**src/rtl/lmsd_params.svh**
```systemverilog
`ifndef LMSD_PARAMS_SVH
`define LMSD_PARAMS_SVH
// Channel and row counts
`define LMSD_NCH 6
`define LMSD_NCH_IDX 3'h6
`define LMSD_NROW 3
// Field widths
`define LMSD_LVL_W 8
`define LMSD_PWM_W 12
`define LMSD_CUR_W 12
`define LMSD_PRE_W 8
`define LMSD_GMAX_W 4
// Host register map
`define LMSD_GMAX_ADDR 8'h0b
`define LMSD_GMAX_RST 8'h00
`define LMSD_RDATA_ZERO 8'h00
// Full-scale channel level, divisor of the current scaling
`define LMSD_LVL_FULL 20'h0_00ff
// Last count of a PWM period
`define LMSD_PWM_LAST 12'hfff
// Row selection codes and active-low row drive
`define LMSD_ROW_NONE 2'h0
`define LMSD_ROW_FIRST 2'h1
`define LMSD_ROW_SECOND 2'h2
`define LMSD_ROW_THIRD 2'h3
`define LMSD_ROW_OFF_N 3'h7
`define LMSD_PRE_RST 8'h00
// Row drive codes, one low bit per active row
`define LMSD_ROW1_N 3'h6
`define LMSD_ROW2_N 3'h5
`define LMSD_ROW3_N 3'h3
// Reset values of the channel state
`define LMSD_LVL_RST 8'h00
`define LMSD_DUTY_RST 12'h000
`define LMSD_CNT_RST 12'h000
`define LMSD_SINK_OFF 6'h00
`define LMSD_CUR_RST 72'h00_0000_0000_0000_0000
// Channel watched by the last-channel checks
`define LMSD_CH_LAST 5
`endif

```
**src/rtl/lmsd_pkg.sv**
```systemverilog
package lmsd_pkg;
  typedef enum logic {
    LMSD_RUN,
    LMSD_BLANK
  } lmsd_state_t;
  typedef logic [7:0] lmsd_level_t;
  typedef logic [11:0] lmsd_duty_t;
endpackage : lmsd_pkg

```
**src/rtl/lmsd_top.sv**
```systemverilog
`timescale 1ns/10ps
`include "lmsd_params.svh"
// Functional notes
// - Six sink channels and three row switches address up to eighteen LEDs.
// - Every sink channel holds an 8-bit current level, 256 steps.
// - Every sink channel has its own 12-bit PWM duty generator.
// - Three row outputs drive external PMOS switches, time-multiplexed by the MCU.
// - MCU reloads levels and duties and steps rows one, two, three repeatedly.
// - Four-bit global ceiling selects one of sixteen currents for all sinks.
// - Global ceiling at 0x0b is written only by the I2C host.
// - Per-channel current levels are written only by the MCU.
// - Channel current equals ceiling times 256 times level divided by 255.
// - PWM period length is set only by the MCU.
// - An interrupt to the MCU is raised at every PWM period end.
module lmsd_top (
  input wire logic clock,
  input wire logic rst,
  input wire logic host_wr,
  input wire logic host_rd,
  input wire logic [7:0] host_addr,
  input wire logic [7:0] host_wdata,
  output logic [7:0] host_rdata,
  input wire logic mcu_wr,
  input wire logic [2:0] mcu_sel,
  input wire logic [7:0] mcu_level,
  input wire logic [11:0] mcu_duty,
  input wire logic mcu_row_wr,
  input wire logic [1:0] mcu_row,
  input wire logic mcu_presc_wr,
  input wire logic [7:0] mcu_presc,
  output logic period_irq,
  output logic [5:0] sink_on,
  output logic [71:0] channel_output_current,
  output logic [2:0] row_switches_n,
  output logic [11:0] pwm_count
);

  // ****************************************************************
  // Helpers
  // ****************************************************************
  function automatic logic [11:0] lmsd_scale(input logic [3:0] c, input logic [7:0] l);
    logic [19:0] p;
    p = 20'({c, 8'h00}) * 20'(l);
    return 12'(p / `LMSD_LVL_FULL);
  endfunction : lmsd_scale

  function automatic logic [2:0] lmsd_row_n(input logic [1:0] sel);
    logic [2:0] r;
    r = `LMSD_ROW_OFF_N;
    case (sel)
      `LMSD_ROW_FIRST: r = `LMSD_ROW1_N;
      `LMSD_ROW_SECOND: r = `LMSD_ROW2_N;
      `LMSD_ROW_THIRD: r = `LMSD_ROW3_N;
      default: r = `LMSD_ROW_OFF_N;
    endcase
    return r;
  endfunction : lmsd_row_n

  function automatic logic lmsd_is_gmax(input logic [7:0] a);
    return a == `LMSD_GMAX_ADDR;
  endfunction : lmsd_is_gmax

  // ****************************************************************
  // Host side: global ceiling register
  // ****************************************************************
  logic [7:0] gmax;
  logic [7:0] next_gmax;
  logic [7:0] next_host_rdata;

  always_comb begin
    next_gmax = gmax;
    next_host_rdata = `LMSD_RDATA_ZERO;
    if (host_wr && lmsd_is_gmax(host_addr)) begin
      next_gmax = host_wdata;
    end
    if (host_rd && lmsd_is_gmax(host_addr)) begin
      next_host_rdata = gmax;
    end
  end

  always_ff @(posedge clock) begin
    if (rst) begin
      gmax <= `LMSD_GMAX_RST;
      host_rdata <= `LMSD_RDATA_ZERO;
    end else begin
      gmax <= next_gmax;
      host_rdata <= next_host_rdata;
    end
  end

  // ****************************************************************
  // MCU side: shadows, active copies, PWM and row scan
  // ****************************************************************
  lmsd_pkg::lmsd_level_t level_sh [`LMSD_NCH];
  lmsd_pkg::lmsd_level_t level_act [`LMSD_NCH];
  lmsd_pkg::lmsd_duty_t duty_sh [`LMSD_NCH];
  lmsd_pkg::lmsd_duty_t duty_act [`LMSD_NCH];
  lmsd_pkg::lmsd_level_t next_level_sh [`LMSD_NCH];
  lmsd_pkg::lmsd_level_t next_level_act [`LMSD_NCH];
  lmsd_pkg::lmsd_duty_t next_duty_sh [`LMSD_NCH];
  lmsd_pkg::lmsd_duty_t next_duty_act [`LMSD_NCH];
  lmsd_pkg::lmsd_state_t state;
  lmsd_pkg::lmsd_state_t next_state;
  logic [1:0] row_sh;
  logic [1:0] next_row_sh;
  logic [7:0] presc;
  logic [7:0] next_presc;
  logic [7:0] pre;
  logic [7:0] next_pre;
  logic [11:0] next_pwm_count;
  logic [2:0] next_row_switches_n;
  logic [5:0] next_sink_on;
  logic [5:0] duty_mask;
  logic [71:0] next_cur;
  logic next_period_irq;
  logic tick;
  logic boundary;

  always_comb begin
    next_level_sh = level_sh;
    next_duty_sh = duty_sh;
    next_level_act = level_act;
    next_duty_act = duty_act;
    next_row_sh = row_sh;
    next_presc = presc;
    next_state = state;
    next_row_switches_n = row_switches_n;
    next_period_irq = 1'b0;
    next_sink_on = `LMSD_SINK_OFF;
    if (mcu_wr && mcu_sel < `LMSD_NCH_IDX) begin
      next_level_sh[mcu_sel] = mcu_level;
      next_duty_sh[mcu_sel] = mcu_duty;
    end
    if (mcu_row_wr) begin
      next_row_sh = mcu_row;
    end
    if (mcu_presc_wr) begin
      next_presc = mcu_presc;
    end
    tick = (pre == presc);
    next_pre = tick ? `LMSD_PRE_RST : 8'(pre + 8'h01);
    next_pwm_count = tick ? 12'(pwm_count + 12'h001) : pwm_count;
    boundary = tick && pwm_count == `LMSD_PWM_LAST;
    for (int i = 0; i < `LMSD_NCH; i++) begin
      duty_mask[i] = pwm_count < duty_act[i];
      next_cur[i*`LMSD_CUR_W +: `LMSD_CUR_W] = lmsd_scale(gmax[3:0], level_act[i]);
    end
    case (state)
      lmsd_pkg::LMSD_RUN: begin
        if (boundary) begin
          // Sinks drop one cycle before the rows move
          next_state = lmsd_pkg::LMSD_BLANK;
          next_period_irq = 1'b1;
        end else begin
          next_sink_on = duty_mask;
        end
      end
      lmsd_pkg::LMSD_BLANK: begin
        next_level_act = level_sh;
        next_duty_act = duty_sh;
        next_row_switches_n = lmsd_row_n(row_sh);
        next_state = lmsd_pkg::LMSD_RUN;
      end
      default: begin
        next_state = lmsd_pkg::LMSD_RUN;
        next_row_switches_n = `LMSD_ROW_OFF_N;
      end
    endcase
  end

  always_ff @(posedge clock) begin
    if (rst) begin
      for (int i = 0; i < `LMSD_NCH; i++) begin
        level_sh[i] <= `LMSD_LVL_RST;
        level_act[i] <= `LMSD_LVL_RST;
        duty_sh[i] <= `LMSD_DUTY_RST;
        duty_act[i] <= `LMSD_DUTY_RST;
      end
      state <= lmsd_pkg::LMSD_RUN;
      row_sh <= `LMSD_ROW_NONE;
      presc <= `LMSD_PRE_RST;
      pre <= `LMSD_PRE_RST;
      pwm_count <= `LMSD_CNT_RST;
      row_switches_n <= `LMSD_ROW_OFF_N;
      sink_on <= `LMSD_SINK_OFF;
      period_irq <= 1'b0;
      channel_output_current <= `LMSD_CUR_RST;
    end else begin
      level_sh <= next_level_sh;
      level_act <= next_level_act;
      duty_sh <= next_duty_sh;
      duty_act <= next_duty_act;
      state <= next_state;
      row_sh <= next_row_sh;
      presc <= next_presc;
      pre <= next_pre;
      pwm_count <= next_pwm_count;
      row_switches_n <= next_row_switches_n;
      sink_on <= next_sink_on;
      period_irq <= next_period_irq;
      channel_output_current <= next_cur;
    end
  end
endmodule : lmsd_top

```
**config.mk**
```make
export PLATFORM = sky130hd
export DESIGN_NAME = lmsd_top
export DESIGN_NICKNAME = d
export VERILOG_FILES = /design/src/rtl/lmsd_pkg.sv /design/src/rtl/lmsd_top.sv
export VERILOG_INCLUDE_DIRS = /design/src /design/src/rtl
export SDC_FILE = /design/constraint.sdc
export NUM_CORES = 1
export LEC_CHECK = 0
export BUFFER_PORTS_ARGS = -buffer_cell sky130_fd_sc_hd__buf_2
export CAP_MARGIN = 10
export CORE_MARGIN = 1
export CORE_UTILIZATION = 60
export DETAILED_ROUTE_END_ITERATION = 16
export HOLD_SLACK_MARGIN = 0.05
export PLACE_DENSITY = 0.78
export RECOVER_POWER = 100
export SLEW_MARGIN = 20
export SYNTH_ARGS = -nofsm -noshare
export SYNTH_HDL_FRONTEND = slang
export SYNTH_SLANG_ARGS = --single-unit
```
**constraint.sdc**
```tcl
create_clock -name clock -period 27.9 [get_ports clock]
set_input_delay 5.58 -clock clock [delete_from_list [all_inputs] [get_ports clock]]
set_output_delay 5.58 -clock clock [all_outputs]
set_load 0.05 [all_outputs]
```
==> results by group <==
STA
  – Final Worst Setup Slack: 6670 ps
  – Slew margin rel.: -1.58
  – # setup viols final: 0
  – Worst-Margin Slew: between 3000 and 4000 ps
  – Final Critical Period: 21230 ps
  – F_max: between 40 and 50 MHz
  – Final Max Slew Viols: between 400 and 500
  – Setup TNS: 0 ps
  – Part of the cycle the worst path needs: 0.761
  – Final Skew: just over 50 ps
  – Hold Fails Final Rpt: 0
  – Unrepaired setup endpoints after global routing: no
  – Hold Slack: roughly 450 ps

Detailed routing
  – Number of iterations in the first detailed-routing pass: 6
  – DRC violations left: 0
  – WL final: 97200 microns
  – Initial DRC Count: 2747
  – Post-DR vias/cell: 6.28
  – Antenna violation net count after detailed routing: 0
  – WL per Instance: approximately 17 microns
  – Vias: about 37k

Placed design
  – Cells after DPL: ~5.7k
  – Dpl hpwl: 71600 microns
  – Pre-CTS setup slack: 10700 ps
  – GPL Wtd Cong: 0.952
  – Port buffer count: about 160
  – Post-Place Cell Area: 38600 sq um

Global routing
  – Most Used Layer, Global Route: met2
  – Grt met2 use: 0.509
  – GR met3 Demand/Resource: 0.0340
  – First-pass GRT wire length: around 160000 microns
  – Initial antenna violation count: 7
  – Via count of the first global-routing pass: 33.7k
  – All-Layer GR Usage: 0.297
  – M1 GR Usage: 0.393
  – Total gr overflow: 0
  – Largest net degree at the start of global routing: 92

Die
  – Core footprint: between 60000 and 70000 sq um
  – Die width: between 200 and 300 microns
  – # rows: 91
  – Die Area: 63400 sq um
  – Initial core utilization: 0.606
  – DIE HEIGHT: roughly 250 microns
  – I/O pin cnt: 158

Critical path
  – CP Buf/Inv Count: 6
  – Worst EP required: between 20000 and 30000 ps
  – CP max-delay cell: nor4b_1
  – FF-to-FF Start: gmax[1]
  – Worst path max stage delay: 1790 ps
  – Crit-path most repeated cell: ha_1
  – Crit. End Element: flop
  – R2R setup slack: around 6700 ps
  – Reg2Reg Capture Point: channel_output_current[12]
  – Crit-path max FO: between 40 and 50
  – Crit path launch type: flop
  – Crit Path Class: flop to flop
  – Reg2Reg Depth: 58
  – Critical path's top delay family: simple AND/OR/NAND/NOR gates
  – Critical path arrival: 21660 ps

Final layout
  – Design area: between 30000 and 40000 sq um
  – Utilization after layout: 0.644
  – Layout cells sized above 1: 0.0700
  – Area of the multi-input gates: about 28000 sq um
  – Nets: 5278
  – # fillers: 5469
  – Layout area overhead: 6.26%
  – Sequential cell area: roughly 7400 sq um
  – Final cell count without fillers: 5813

Yosys
  – Synth async-reset ratio: 0
  – EDFF count, synth: 0
  – Syn_area_per_cell: 7.63 sq um
  – Yosys warns: 0
  – Syn Std Cell Area: 37400 sq um
  – Ys flop type: dfxtp_1
  – Synth Net Count: 5245
  – Synth top area share: 0.197
  – Seq cells post-synth: around 370
  – Register area share after synthesis: 0.197
  – Top cell type by total area after synthesis: dfxtp_1
  – Synth area leaders: dfxtp_1 20%, ha_1 7.1%, nand2_1 5.6%
  – Synth cell types: 144
  – Cells after Synth: 4905

Clock tree
  – H-tree Lvls: 2
  – Post-CTS sizing: 0
  – Clock Latency Late Sink: 610 ps
  – Post-CTS setup buffers: 0
  – Clock Pin Slew Worst Setup and Hold Paths: 60 ps
  – Total clock buffers created by CTS: 44
  – CTS Hold Bufs: 0
  – CTS tree: built
  – CTS Sinks: roughly 370
  – Bufs on Longest Clock Path: 3
  – Root Buffer: clkbuf_16

Power
  – Leakage: 15.6 nW
  – Max VDD drop: 0.0519 mV
  – Pwr/cell area: 29.6 nW/um^2
  – Total Power: 1.18 mW

Hold path
  – Min-delay src: gmax[4]
  – WHS Endpoint: host_rdata[4]
  – Depth of the worst hold-timing path: 1
  – Type of the tightest min-delay check: flop to flop

Run
  – MaxCap Viol Count: 11

Outcome
  – Status: finished with violations
  – Failing checks: max-capacitance violations, max-slew violations
cell usage in the layout, fill, tap and decap left out, drive strengths merged, types with 169 or more instances in the layout:
cell | Yosys | routed
o21ai | 200 | 200
nor2 | 444 | 444
inv | 272 | 275
a21oi | 361 | 361
clkbuf | 147 | 169
dfxtp | 368 | 368
mux2i | 196 | 196
nand2 | 556 | 556
ha | 212 | 212
and2 | 223 | 223
how the worst max path moves through the flow:
| stage | startpoint | to | cells after the start |
|---|---|---|---|
| 3_5_place_dp | gmax[3] | channel_output_current[24] | 57 |
| 2_1_floorplan | gmax[3] | channel_output_current[36] | 68 |
| 4_1_cts | gmax[1] | channel_output_current[36] | 63 |
| 6_report | gmax[1] | channel_output_current[12] | 58 |
| 5_1_grt | gmax[1] | channel_output_current[12] | 58 |
| 3_3_place_gp | gmax[2] | channel_output_current[36] | 63 |
cells by family after synthesis:
| group | after synthesis | share of synthesized area |
|---|---|---|
| AO/OA/AOI/OAI | 1332 | 0.254 |
| XOR/XNOR | 201 | 0.0481 |
| adder cells (fa/ha/maj) | 294 | 0.112 |
| buffers and inverters | 463 | 0.0491 |
| flip-flops | 368 | 0.197 |
| multiplexers | 225 | 0.0614 |
| AND/OR/NAND/NOR | 2022 | 0.278 |
worst register-to-register path, delay by kind of cell, from the launching register on:
family                     cells  cell delay [ps]
AOI/OAI and AO/OA             17             5750
xor gates and xnor gates       6             1680
adders and majority gates     10             3760
buffers and inverters          6             2020
DFF                            1              460
muxes                          2              510
and+or+nand+nor               17             6880
cells in the mapped netlist (43+ instances only):
cell and count:
a21oi_1 353, o211ai_1 52, a211oi_1 64, o21ai_0 170
inv_1 271, and3_1 57, nand4_1 67, a31oi_1 62
or3_1 48, nor3_1 128, nor2b_1 51, and2_1 215
mux2i_1 193, fa_1 72, dfxtp_1 368, nor2_1 438
a21o_1 55, o21a_1 43, clkbuf_1 144, nand2b_1 54
ha_1 212, nand2_1 555, xor2_1 62, xnor2_1 135
nand3_1 147
metal layers:
metal	vias up	part of all wire
met5	-	0.00055
met4	8	0.022
met3	178	0.054
met2	1164	0.47
met1	17200	0.45
li1	18000	-
layout make-up:
type,count,area share
Inverter,274,0.0259
Multi-Input combinational cell,4074,0.705
Timing Repair Buffer,176,0.0197
Antenna cell,4,0.000252
Clock inverter,18,0.00579
Clock buffer,62,0.0322
Tap cell,837,0.0263
Sequential cell,368,0.185
flip-flops by register name, summed over array words and instances, names as in the netlist:
register	count
channel_output_current	72
duty_act	72
duty_sh	72
level_act	48
level_sh	48
pwm_count	12
gmax	8
host_rdata	8
pre	8
presc	8
sink_on	6
row_switches_n	3
row_sh	2
period_irq	1
power by group:
group	total, mW	switching (mW)	internal, mW	leakage [nW]
Combinational	0.0434	0.0302	0.0132	11.9
Clock	0.598	0.254	0.344	0.739
Sequential	0.537	0.00506	0.531	2.97
(Power assumes the default switching activity.)
